<file path="src/uncorrectable_error_pkg.sv">
// package: offsets, field positions and reset values of the uncorrectable error registers
package uncorrectable_error_pkg;
   localparam int          ADDR_W            = 12;
   localparam int          DATA_W            = 32;
   localparam logic [11:0] FLAGS_OFFSET      = 12'h104;
   localparam logic [11:0] SUPPRESS_OFFSET   = 12'h108;
   localparam logic [31:0] FLAGS_RESET       = 32'h0000_0000;
   localparam logic [31:0] SUPPRESS_RESET    = 32'h0000_0000;
   // bit positions
   localparam int          BIT_UNSUPPORTED   = 20;
   localparam int          BIT_ECRC          = 19;
   localparam int          BIT_MALFORMED     = 18;
   localparam int          BIT_RX_OVERFLOW   = 17;
   localparam int          BIT_UNEXPECTED    = 16;
   localparam int          BIT_ABORT         = 15;
   localparam int          BIT_TIMEOUT       = 14;
   localparam int          BIT_FLOW_CONTROL  = 13;
   localparam int          BIT_POISONED      = 12;
   localparam int          BIT_LINK_PROTOCOL = 4;
   // implemented bits: 20:12 and 4, everything else reserved
   localparam logic [31:0] IMPL_MASK         = 32'h001F_F010;
   localparam int          NUM_ERR           = 10;
endpackage

</file>
<file path="src/uncorrectable_error_status_mask.sv">
// uncorrectable error status and mask registers of the primary link
`timescale 1ns/1ps
//------------------------------------------------------------
// Function
// - status bits clear only on write-one or fundamental reset
// - bit 20 sets on unsupported request
// - bit 19 sets on end-to-end CRC error
// - bit 18 sets on malformed packet
// - bit 17 sets on receiver overflow
// - bit 16 sets on unexpected completion
// - bit 15 sets on completer abort
// - bit 14 sets on completion time-out
// - bit 13 sets on flow control error
// - bit 12 sets on poisoned packet
// - bit 4 sets on link protocol error
// - reserved bits read zero, ignore writes
// - masked error does not set status
// - masked error sends no error message
// - masked error skips header log, pointer
// - mask bits read-write, reset to zero
// - fundamental reset from resetn, link or global reset
// - status reflects primary link errors only
// - fundamental reset clears all error registers
//------------------------------------------------------------
module uncorrectable_error_status_mask
   import uncorrectable_error_pkg::*;
(
   input  wire logic                                   clk,
   input  wire logic                                   resetn,
   input  wire logic                                   link_reset_n,
   input  wire logic                                   global_reset_n,
   input  wire logic                                   cfg_wr,
   input  wire logic                                   cfg_rd,
   input  wire logic [uncorrectable_error_pkg::ADDR_W-1:0] cfg_addr,
   input  wire logic [3:0]                             cfg_be,
   input  wire logic [uncorrectable_error_pkg::DATA_W-1:0] cfg_wdata,
   output logic      [uncorrectable_error_pkg::DATA_W-1:0] cfg_rdata,
   input  wire logic                                   unsupported_request_flag,
   input  wire logic                                   end_to_end_crc_flag,
   input  wire logic                                   malformed_packet_flag,
   input  wire logic                                   receiver_overflow_flag,
   input  wire logic                                   unexpected_completion_flag,
   input  wire logic                                   completer_abort_flag,
   input  wire logic                                   completion_timeout_flag,
   input  wire logic                                   flow_control_protocol_flag,
   input  wire logic                                   poisoned_packet_flag,
   input  wire logic                                   link_protocol_flag,
   output logic      [uncorrectable_error_pkg::DATA_W-1:0] error_report,
   output logic                                        fundamental_reset_n
);
   import uncorrectable_error_pkg::*;

   //------------------------------------------------------------
   // reset and decode
   //------------------------------------------------------------
   logic [DATA_W-1:0] flags_r;
   logic [DATA_W-1:0] flags_nxt;
   logic [DATA_W-1:0] suppress_r;
   logic [DATA_W-1:0] suppress_nxt;
   logic [DATA_W-1:0] raw_err;
   logic [DATA_W-1:0] live_err;
   logic [DATA_W-1:0] byte_mask;
   logic              core_rst_n;
   logic              wr_flags;
   logic              wr_suppress;

   // combined reset: any of the three sources takes the registers down
   assign core_rst_n = resetn & link_reset_n & global_reset_n;
   assign fundamental_reset_n = core_rst_n;

   function automatic logic [DATA_W-1:0] lanes(input logic [3:0] be);
      lanes = {{8{be[3]}}, {8{be[2]}}, {8{be[1]}}, {8{be[0]}}};
   endfunction

   assign byte_mask   = lanes(cfg_be);
   assign wr_flags    = cfg_wr && (cfg_addr == FLAGS_OFFSET);
   assign wr_suppress = cfg_wr && (cfg_addr == SUPPRESS_OFFSET);

   //------------------------------------------------------------
   // error event gathering
   //------------------------------------------------------------
   // only primary link detectors are wired in here
   always_comb begin
      raw_err                    = 32'h0000_0000;
      raw_err[BIT_UNSUPPORTED]   = unsupported_request_flag;
      raw_err[BIT_ECRC]          = end_to_end_crc_flag;
      raw_err[BIT_MALFORMED]     = malformed_packet_flag;
      raw_err[BIT_RX_OVERFLOW]   = receiver_overflow_flag;
      raw_err[BIT_UNEXPECTED]    = unexpected_completion_flag;
      raw_err[BIT_ABORT]         = completer_abort_flag;
      raw_err[BIT_TIMEOUT]       = completion_timeout_flag;
      raw_err[BIT_FLOW_CONTROL]  = flow_control_protocol_flag;
      raw_err[BIT_POISONED]      = poisoned_packet_flag;
      raw_err[BIT_LINK_PROTOCOL] = link_protocol_flag;
   end

   // masked errors are dropped here, not held pending
   assign live_err = raw_err & ~suppress_r & IMPL_MASK;

   //------------------------------------------------------------
   // status register
   //------------------------------------------------------------
   always_comb begin
      flags_nxt = flags_r;
      if (wr_flags) begin
         flags_nxt = flags_nxt & ~(cfg_wdata & byte_mask);
      end
      // set applied after clear so a same-cycle event survives
      flags_nxt = (flags_nxt | live_err) & IMPL_MASK;
   end

   always_ff @(posedge clk) begin
      if (!core_rst_n) begin
         flags_r <= FLAGS_RESET;
      end else begin
         flags_r <= flags_nxt;
      end
   end

   //------------------------------------------------------------
   // mask register
   //------------------------------------------------------------
   always_comb begin
      suppress_nxt = suppress_r;
      if (wr_suppress) begin
         suppress_nxt = ((suppress_r & ~byte_mask) | (cfg_wdata & byte_mask)) & IMPL_MASK;
      end
   end

   always_ff @(posedge clk) begin
      if (!core_rst_n) begin
         suppress_r <= SUPPRESS_RESET;
      end else begin
         suppress_r <= suppress_nxt;
      end
   end

   //------------------------------------------------------------
   // reporting and read back
   //------------------------------------------------------------
   // one-cycle report strobe gating messages, header log and first-error pointer
   always_ff @(posedge clk) begin
      if (!core_rst_n) begin
         error_report <= 32'h0000_0000;
      end else begin
         error_report <= live_err;
      end
   end

   always_ff @(posedge clk) begin
      if (!core_rst_n) begin
         cfg_rdata <= 32'h0000_0000;
      end else if (cfg_rd) begin
         case (cfg_addr)
            FLAGS_OFFSET:    cfg_rdata <= flags_r;
            SUPPRESS_OFFSET: cfg_rdata <= suppress_r;
            default:         cfg_rdata <= 32'h0000_0000;
         endcase
      end
   end
endmodule

</file>
<file path="config.mk">
export PLATFORM = sky130hd
export DESIGN_NAME = uncorrectable_error_status_mask
export DESIGN_NICKNAME = d
export VERILOG_FILES = /design/src/uncorrectable_error_pkg.sv /design/src/uncorrectable_error_status_mask.sv
export SDC_FILE = /design/constraint.sdc
export NUM_CORES = 1
export LEC_CHECK = 0
export ABC_AREA = 0
export BUFFER_PORTS_ARGS = -buffer_cell sky130_fd_sc_hd__buf_2
export CORE_UTILIZATION = 30
export DETAILED_ROUTE_END_ITERATION = 10
export SLEW_MARGIN = 40
export SYNTH_ARGS = -nofsm -noshare
export SYNTH_HDL_FRONTEND = slang
export SYNTH_SLANG_ARGS = --single-unit
</file>
<file path="constraint.sdc">
create_clock -name clk -period 3.65 [get_ports clk]
set_input_delay 0.365 -clock clk [delete_from_list [all_inputs] [get_ports clk]]
set_output_delay 0.365 -clock clk [all_outputs]
set_load 0.03 [all_outputs]
</file>
==> reports/qor.txt, run 1 <==
EDFF count, synth - 0
Total power - 0.870 mW
CTS Buf Count - 5
Initial core utilization - 31.0%
Required time worst endpoint - 3.78 ns
Yosys cell types - 33
All-Layer GR Usage - 12.5%
Residual DRC - 0
Setup tns final - 0 ns
Post-cts sizing count - 0
Buffers on Ports - 61
Hold Vio Cnt, Final - 0
Peak supply drop - 0.000213 V
Initial antenna violation count - 0
Clock skew - 0.00336 ns
Max-slew violations - 0
Arrival time at the worst endpoint - 1.97 ns
CTS H-tree depth - 2
Fmax - 0.546 GHz
Element type at the critical path start - input pin
Number of global-route vias before repair - 1397
Syn_area_per_cell - 9.51 µm²
Multi-input gate area - 965 µm²
Drt wl/cell - 11.9 µm
DRT Wirelength - 4140 µm
Final setup fails - 0
Most used flip-flop cell after synthesis - dfxtp_1
GRT overflow - 0
Drt first-iter violations - 55
FF/Latch Area - 801 µm²
Top fanout value on the critical path - 7
Status - completed
Non-Filler Instances - 349
Via count - 1515
Placed Cells - 341
1st-pass router iterations - 4
CP Buf/Inv Count - 1
CTS root buf - clkbuf_8
Cell Area, Synth - 1970 µm²
Maximum clock path buffer count - 2
Worst skew pair latency - 0.28 ns
FFs w/ async S/R, synth - 0%
Worst-path clk slew - 0.07 ns
Largest net degree at the start of global routing - 26
Hold buffers post-CTS - 0
# rows - 29
Crit path max-delay family - simple AND/OR/NAND/NOR gates
Area growth syn-to-layout - 16.9%
TritonCTS clock tree - done
Post CTS Setup Buffer Count - 0
Final GP Congestion - 0.689
Max-cap violations - 0
Detail Route Antenna Nets - 0
Share of cells above drive strength 1 - 29.8%
Fill cell total of the finished layout - 651
Flops & latches, synth - 40
DIE AREA - 6890 µm²
TritonCTS sink count - 40
First-pass GRT wire length - 6760 µm
Sequential fraction of the synthesis area - 40.7%
Yosys warns - 0
Die height - 83.0 µm
Slowest cell on the critical path - or4b_1
Die Span X - 83.0 µm
HP Class - input pin to register
Post-layout min period - 1.83 ns
Worst path cell trace - buf_2, or4b_1, nor4_2, a311oi_1
Core area - 6350 µm²
CP Launch Point - cfg_addr[7]
Fin nets - 335
RSZ-0062 raised after global routing - no
Crit end category - register
Setup CP Type - input pin to register
Syn Inst Count - 207
Leakage power - 1.01 nW
Pwr Density - 378 nW/µm²
IO Count - 129
Slew @ Worst Pin - 0.628 ns
Post-DP HPWL - 2970 µm
Max stage delay on crit path - 0.71 ns
Rel. slew slack - 57.8%
Crit share post-route - 50.2%
Antenna diodes - 0
Worst hold start - cfg_wdata[15]
Vias per cell - 4.34
==> through the flow <==
step                utilization [%]  worst slack (ns)  hold WS [ns]  cell area (µm²)
finish                         36.3              1.82         0.278             2300
global route                   36.3              1.73         0.267             2300
CTS                            36.3              1.83         0.271             2300
detailed placement             34.8              1.52         0.445             2210
global placement               34.7              1.33         0.446             2210
floorplan                         -              1.79         0.432             2130
==> power by group <==
part	switching, mW	internal (mW)
clock network	0.142	0.154
registers	0.00215	0.442
logic	0.0984	0.0312
==> kinds of logic (layout without fill, tap and decap cells) <==
kind of cell / Yosys count / count (layout) / synth area share, %
other cells: 1 / 44 / 0.190
simple gates: 68 / 68 / 21.3
flops: 40 / 40 / 40.7
buf+inv: 54 / 76 / 19.5
mux: 10 / 10 / 5.08
compound gates: 34 / 34 / 13.2
==> per-layer routing <==
metal	share of wire, %	vias to the layer above	global-route usage, %	wire (µm)
met2	48	52	21.4	2000
li1	-	766	-	-
met1	46	697	15.7	1910
met5	0	-	0	0
met3	5.7	0	3.38	236
met4	0	0	2.35	0
==> Yosys cell counts (4+ instances only) <==
cell type / count / area, µm²
o2bb2ai_1: 10 / 87.6
nand3b_1: 4 / 30.0
a22oi_1: 10 / 75.1
nor2_1: 10 / 37.5
a311oi_1: 5 / 43.8
buf_4: 44 / 330
dfxtp_1: 40 / 801
nor2b_1: 9 / 56.3
o21ai_0: 4 / 20.0
mux2i_1: 10 / 100
clkbuf_1: 4 / 15.0
nand2_1: 20 / 75.1
a31oi_1: 4 / 25.0
nand2b_1: 9 / 56.3
==> layout by cell type (no fill, tap or decap), types with 6 or more instances in the layout <==
cell type / instances
o2bb2ai_1: 10
mux2i_1: 10
nand2_1: 20
nand2b_1: 9
nor2_1: 10
conb_1: 44
a22oi_1: 10
nor2b_1: 9
buf_2: 61
dfxtp_1: 40
clkbuf_8: 6
==> worst paths after layout <==
check | endpoint | slack, ns | depth (start not counted)
worst max-delay path | flags_r[17]$_SDFF_PN0_ | 1.82 | 4
worst min-delay path | flags_r[15]$_SDFF_PN0_ | 0.28 | 2
worst max register to register | flags_r[17]$_SDFF_PN0_ | 2.71 | 3
worst min register to register | cfg_rdata[17]$_SDFFE_PN0P_ | 0.46 | 1
==> layout make-up <==
| class | instances | area share (%) |
|---|---|---|
| Inverter | 2 | 0.326 |
| Multi-Input combinational cell | 156 | 41.9 |
| Timing Repair Buffer | 66 | 14.9 |
| Clock buffer | 8 | 3.91 |
| Tap cell | 77 | 4.18 |
| Sequential cell | 40 | 34.8 |
Note: power is estimated with default switching activity, not from simulation.
==> inputs of run 2 (changes only) <==
ABC_AREA = 1   (was 0)
clock period = 1.8 ns   (was 3.65 ns; I/O delays follow)
==> run 2 against run 1 <==
Against the previous run:
- cell count increased by 39%
- synthesized cell count increased by 57%
- clock power increased by 150%
- sequential power increased by 100%
- worst hold slack got worse by 0.16 ns
- final area increased by 14%
- worst setup slack got worse by 1.1 ns
- core utilization decreased by 0.53 points
- sequential share of layout area decreased by 4.4 points
- critical path type unchanged
- largest power group unchanged
- highest routed layer is now met4
==> reports/qor.txt, run 2 <==
Status - completed
Pre-CTS WS - 0.355 ns (-1.17 ns)
Die Span X - 89.9 µm (+8.3%)
Crit end category - register
CTS Buf Count - 5 (unchanged)
Reg2reg setup slack - 1.00 ns (-1.71 ns)
Sequential fraction of the synthesis area - 34.6% (-6.1 points)
All-Layer GR Usage - 13.1% (+0.59 points)
Worst hold start - flow_control_protocol_flag
Drt first-iter violations - 125 (+130%)
TritonCTS sink count - 40 (unchanged)
Flops & latches, synth - 40 (unchanged)
Core area - 7370 µm² (+16%)
Worst r2r dst - flags_r[14]$_SDFF_PN0_
EDFF count, synth - 0 (unchanged)
Setup ws final - 0.679 ns (-1.14 ns)
DP Area - 2520 µm² (+14%)
Detail Route Antenna Nets - 0 (unchanged)
Placed Cells - 477 (+40%)
Hold Path Cell Cnt - 3 (+1)
Adder-cell share of the synthesized area - 0% (unchanged)
Post-layout min period - 1.12 ns
Residual DRC - 0 (unchanged)
Non-Filler Instances - 485 (+39%)
Final setup fails - 0 (unchanged)
Drt wl/cell - 10.5 µm (-12%)
Share of the synthesized area in the top cell type - 34.6% (-6.1 points)
Setup tns final - 0 ns (unchanged)
Maximum clock path buffer count - 2 (unchanged)
Largest net degree at the start of global routing - 31 (+19%)
Post-Synth Simple-Gate Area - 36.2% (+15 points)
Yosys warns - 0 (unchanged)
Slew @ Worst Pin - 0.506 ns (-0.122 ns)
Share of cells above drive strength 1 - 26.4% (-3.4 points)
Crit share post-route - 62.3%
Total power - 1.95 mW (+120%)
Clock skew - 0.00925 ns (+0.00589 ns)
Via count - 1964 (+30%)
Syn_area_per_cell - 7.11 µm² (-25%)
Cell Area, Synth - 2320 µm² (+18%)
HP Class - input pin to register
GRT overflow - 0 (unchanged)
Antenna diodes - 0 (unchanged)
1st-pass router iterations - 4 (unchanged)
Initial core utilization - 31.4% (+0.43 points)
Top fanout value on the critical path - 11 (+4)
Largest family of logic cells by synthesized area - simple AND/OR/NAND/NOR gates
Peak supply drop - 0.000303 V (+42%)
Top cell type by total area after synthesis - dfxtp_1
Most used flip-flop cell after synthesis - dfxtp_1
Post CTS Setup Buffer Count - 0 (unchanged)
Final GP Congestion - 0.781 (+13%)
Syn Inst Count - 326 (+57%)
Post-DP HPWL - 3690 µm (+24%)
Fin nets - 449 (+34%)
Final instance area - 2630 µm² (+14%)
Required time worst endpoint - 1.98 ns (-1.80 ns)
FFs w/ async S/R, synth - 0% (unchanged)
Arrival time at the worst endpoint - 1.30 ns (-0.67 ns)
Hold Vio Cnt, Final - 0 (unchanged)
Max-cap violations - 0 (unchanged)
IO Count - 129 (unchanged)
DRT Wirelength - 5090 µm (+23%)
Fill cell total of the finished layout - 835 (+28%)
Commonest cells after routing, fill and taps aside - nand2_1 (68), buf_2 (61), nor2_1 (46)
Max-slew violations - 0 (unchanged)
Hold buffers post-CTS - 0 (unchanged)
Multiplexer share of the synthesized area - 0% (-5.1 points)
Top post-synthesis cells by count - nand2_1 (68), buf_4 (46), nor2_1 (46)
CTS root buf - clkbuf_8
Initial antenna violation count - 0 (unchanged)
Setup CP Type - input pin to register
First-pass GRT wire length - 8470 µm (+25%)
Pwr Density - 742 nW/µm² (+96%)
Buffers on Ports - 61 (unchanged)
Die height - 89.9 µm (+8.3%)
Vias per cell - 4.05 (-6.7%)
Worst skew pair latency - 0.30 ns (+0.02 ns)
Yosys cell types - 22 (-33%)
# rows - 31 (+6.9%)
Post-cts sizing count - 0 (unchanged)
Worst-path clk slew - 0.08 ns (about the same)
Fmax - 0.892 GHz
Dominant cell by count in the synthesized netlist - nand2_1
Leakage power - 1.43 nW (+42%)
Hold slack - 0.114 ns (-0.164 ns)
Area growth syn-to-layout - 13.6%
Number of global-route vias before repair - 1857 (+33%)
Area contributors post-synth - dfxtp_1 (35%), buf_4 (15%), nand2_1 (11%)
Synth Area in Compound Gates - 3.24% (-10 points)
Fin util - 35.7% (-0.53 points)
DIE AREA - 8080 µm² (+17%)
Element type at the critical path start - input pin
RSZ-0062 raised after global routing - no
Worst Hold Path EP - error_report[13]$_SDFF_PN0_
CTS H-tree depth - 2 (unchanged)
Xor/xnor cell area share of the yosys netlist - 0% (unchanged)
Rel. slew slack - 66.3% (+8.5 points)
Commonest non-fill, non-tap cell in the layout - nand2_1
TritonCTS clock tree - done
FF-to-FF path depth - 4 (+1)
run 2: cell count changes in the layout (fill, tap and decap cells not counted), sizes merged, moves of 5 or more:
cell | previous run | this run
inv | 2 | 43
o2bb2ai | 10 | 0
nand3 | 1 | 21
nor2b | 9 | 0
mux2i | 10 | 0
nor3 | 0 | 11
nand4 | 0 | 13
nand2 | 20 | 80
a311oi | 5 | 0
nor2 | 10 | 49
o21bai | 0 | 10
a22oi | 10 | 0
nand2b | 9 | 0
run 2: layout make-up:
type                    instances  area, µm²  share of cell area [%]
flip-flops and latches         40        801                    30.4
repair buffers                 66        355                    13.5
clock buffers                   6       72.6                    2.76
well taps                      99        124                    4.71
multi-input cells             228       1080                    41.0
clock inverters                 2       35.0                    1.33
inverters                      44        165                    6.27
run 2: power breakdown:
part / internal, mW / total (mW) / leakage [nW] / switching [mW]
clock: 0.412 / 0.734 / 0.0552 / 0.322
sequential: 0.901 / 0.908 / 0.324 / 0.00681
combinational: 0.0713 / 0.311 / 1.05 / 0.240
run 2: worst max path at each step:
stage                                        end         from  slack, ns  cells past startpoint
after detailed placement  flags_r[16]$_SDFF_PN0_  cfg_addr[5]       0.35                      7
after global routing       flags_r[4]$_SDFF_PN0_  cfg_addr[7]       0.51                      7
after floorplan                         register  cfg_addr[2]       0.75                      9
final                     flags_r[16]$_SDFF_PN0_  cfg_addr[5]       0.68                      7
after global placement    flags_r[16]$_SDFF_PN0_  cfg_addr[5]       0.37                      7
after CTS                 flags_r[16]$_SDFF_PN0_  cfg_addr[5]       0.65                      7
run 2: worst max-delay path, cell delays in order:
cell and delay [ns]:
buf_2 0.10, nor2_1 0.09, nand2_1 0.10, nor2_4 0.31
nand2_2 0.23, nor3_1 0.21, o21bai_1 0.08
run 2: routing by layer:
| layer | up-vias | global-route usage (%) | wire (µm) |
|---|---|---|---|
| li1 | 1023 | - | - |
| met1 | 858 | 15.7 | 2270 |
| met2 | 75 | 21.9 | 2360 |
| met3 | 8 | 3.13 | 355 |
| met4 | 0 | 6.18 | 102 |
| met5 | - | 0 | 0 |
run 2: logic make-up (layout without fill, tap and decap cells):
kind of cell | count (synthesis) | in the layout
flip-flops | 40 | 40
AO/OA/AOI/OAI | 10 | 10
AND/OR/NAND/NOR | 174 | 174
other | 1 | 44
buffers and inverters | 101 | 118
==> inputs of run 3 (changes only) <==
clock period = 1.2 ns   (was 1.8 ns; I/O delays follow)
==> run 3 against run 2 <==
Against the previous run:
- total power rose by 42%
- register-to-register slack got worse by 0.60 ns
- sequential share of layout area fell by 0.46 points
- first-iteration DRC count rose by 11%
- clock-buffer cell count rose by 2
- critical endpoint is now cfg_rdata[13]
- largest cell class unchanged
- largest power group unchanged
==> reports/qor.txt, run 3 (synthesized netlist as in run 2, its figures left out) <==
Status - completed
Area growth syn-to-layout - 15.3%
Fill cell total of the finished layout - 842 (+0.84%)
Via count - 1996 (+1.6%)
Commonest cells after routing, fill and taps aside - nand2_1 (68), buf_2 (61), nor2_1 (46)
Drt first-iter violations - 139 (+11%)
Max-slew violations - 0 (unchanged)
# rows - 31 (unchanged)
Drt wl/cell - 10.5 µm (+0.39%)
Final setup fails - 0 (unchanged)
Worst skew pair latency - 0.30 ns (about the same)
Post-DP HPWL - 3860 µm (+4.5%)
All-Layer GR Usage - 13.3% (+0.29 points)
Fin nets - 455 (+1.3%)
CTS H-tree depth - 2 (unchanged)
Setup CP Type - register to output port
Antenna diodes - 0 (unchanged)
DRT Wirelength - 5180 µm (+1.6%)
Max stage delay on crit path - 0.34 ns (+0.03 ns)
Detail Route Antenna Nets - 0 (unchanged)
Clock skew - 0.00907 ns (-0.000181 ns)
Largest net degree at the start of global routing - 21 (-32%)
Commonest non-fill, non-tap cell in the layout - nand2_1
CTS Buf Count - 5 (unchanged)
Final instance area - 2670 µm² (+1.5%)
Core area - 7370 µm² (unchanged)
Buffers on Ports - 61 (unchanged)
Max-cap violations - 0 (unchanged)
DIE AREA - 8080 µm² (unchanged)
Worst path cell trace - buf_2
Peak supply drop - 0.000366 V (+21%)
Setup tns final - 0 ns (unchanged)
Pre-CTS WS - 0.00820 ns (-0.346 ns)
1st-pass router iterations - 4 (unchanged)
Slowest cell on the critical path - dfxtp_1
Die Span X - 89.9 µm (unchanged)
Final GP Congestion - 0.806 (+3.3%)
Crit path max-delay family - flip-flops
DP Area - 2580 µm² (+2.3%)
TritonCTS sink count - 40 (unchanged)
Number of global-route vias before repair - 1823 (-1.8%)
Post-layout min period - 0.953 ns
TritonCTS clock tree - done
Worst-path clk slew - 0.08 ns (about the same)
Fmax - 1.05 GHz
Setup ws final - 0.247 ns (-0.432 ns)
Arrival time at the worst endpoint - 0.83 ns (-0.47 ns)
Crit end category - output port
CTS root buf - clkbuf_8
Initial antenna violation count - 0 (unchanged)
Pwr Density - 1040 nW/µm² (+40%)
RSZ-0062 raised after global routing - no
GRT overflow - 0 (unchanged)
Top fanout value on the critical path - 2 (-9)
Share of cells above drive strength 1 - 27.3% (+0.87 points)
Leakage power - 1.45 nW (+1.8%)
Post CTS Setup Buffer Count - 0 (unchanged)
Hold buffers post-CTS - 0 (unchanged)
Maximum clock path buffer count - 2 (unchanged)
Post-cts sizing count - 0 (unchanged)
CP Buf/Inv Count - 1 (unchanged)
Hold Vio Cnt, Final - 0 (unchanged)
First-pass GRT wire length - 8540 µm (+0.82%)
Element type at the critical path start - register
Vias per cell - 4.07 (+0.39%)
IO Count - 129 (unchanged)
Required time worst endpoint - 1.08 ns (-0.90 ns)
Residual DRC - 0 (unchanged)
Crit share post-route - 79.4%
Initial core utilization - 31.4% (unchanged)
Die height - 89.9 µm (unchanged)
HP Class - input pin to register
==> run 3: where the power goes <==
group / internal [mW] / total, mW / switching, mW
combinational: 0.120 / 0.482 / 0.362
clock: 0.469 / 0.937 / 0.468
sequential: 1.35 / 1.36 / 0.00996
total: 1.94 / 2.78 / 0.840
==> run 3: final cells by class <==
class	instances	area, µm²	share of cell area [%]
repair buffers	72	413	15.4
inverters	44	165	6.18
multi-input cells	228	1080	40.4
well taps	99	124	4.63
flip-flops and latches	40	801	30.0
clock buffers	8	90.1	3.37
==> run 3: routing by layer <==
metal  share of wire [%]  wire, µm  vias up  global-route usage, %
met4                 2.2       116        0                   6.18
met2                  47      2420       63                   21.6
met3                 5.7       296        8                   3.38
li1                    -         -     1037                      -
met5                   0         0        -                      0
met1                  45      2340      888                   16.6
==> run 3: per-stage QoR <==
step | cells | utilization, % | hold WS (ns) | power [mW]
2_1_floorplan | 369 | - | 0.254 | 1.85
3_3_place_gp | 483 | 35.0 | 0.367 | 1.87
3_5_place_dp | 483 | 35.0 | 0.373 | 1.87
4_1_cts | 491 | 36.3 | 0.0559 | 2.81
5_1_grt | 491 | 36.3 | 0.0573 | 2.90
6_report | 491 | 36.3 | 0.0588 | 2.78
==> run 3: final timing paths <==
kind / from / end / slack (ns) / cells after the start
worst max-delay path: cfg_rdata[13]$_SDFFE_PN0P_ / cfg_rdata[13] / 0.25 / 1
worst min-delay path: unsupported_request_flag / error_report[20]$_SDFF_PN0_ / 0.06 / 3
worst max register to register: register / flags_r[4]$_SDFF_PN0_ / 0.40 / 4
worst min register to register: flags_r[4]$_SDFF_PN0_ / flags_r[4]$_SDFF_PN0_ / 0.48 / 2
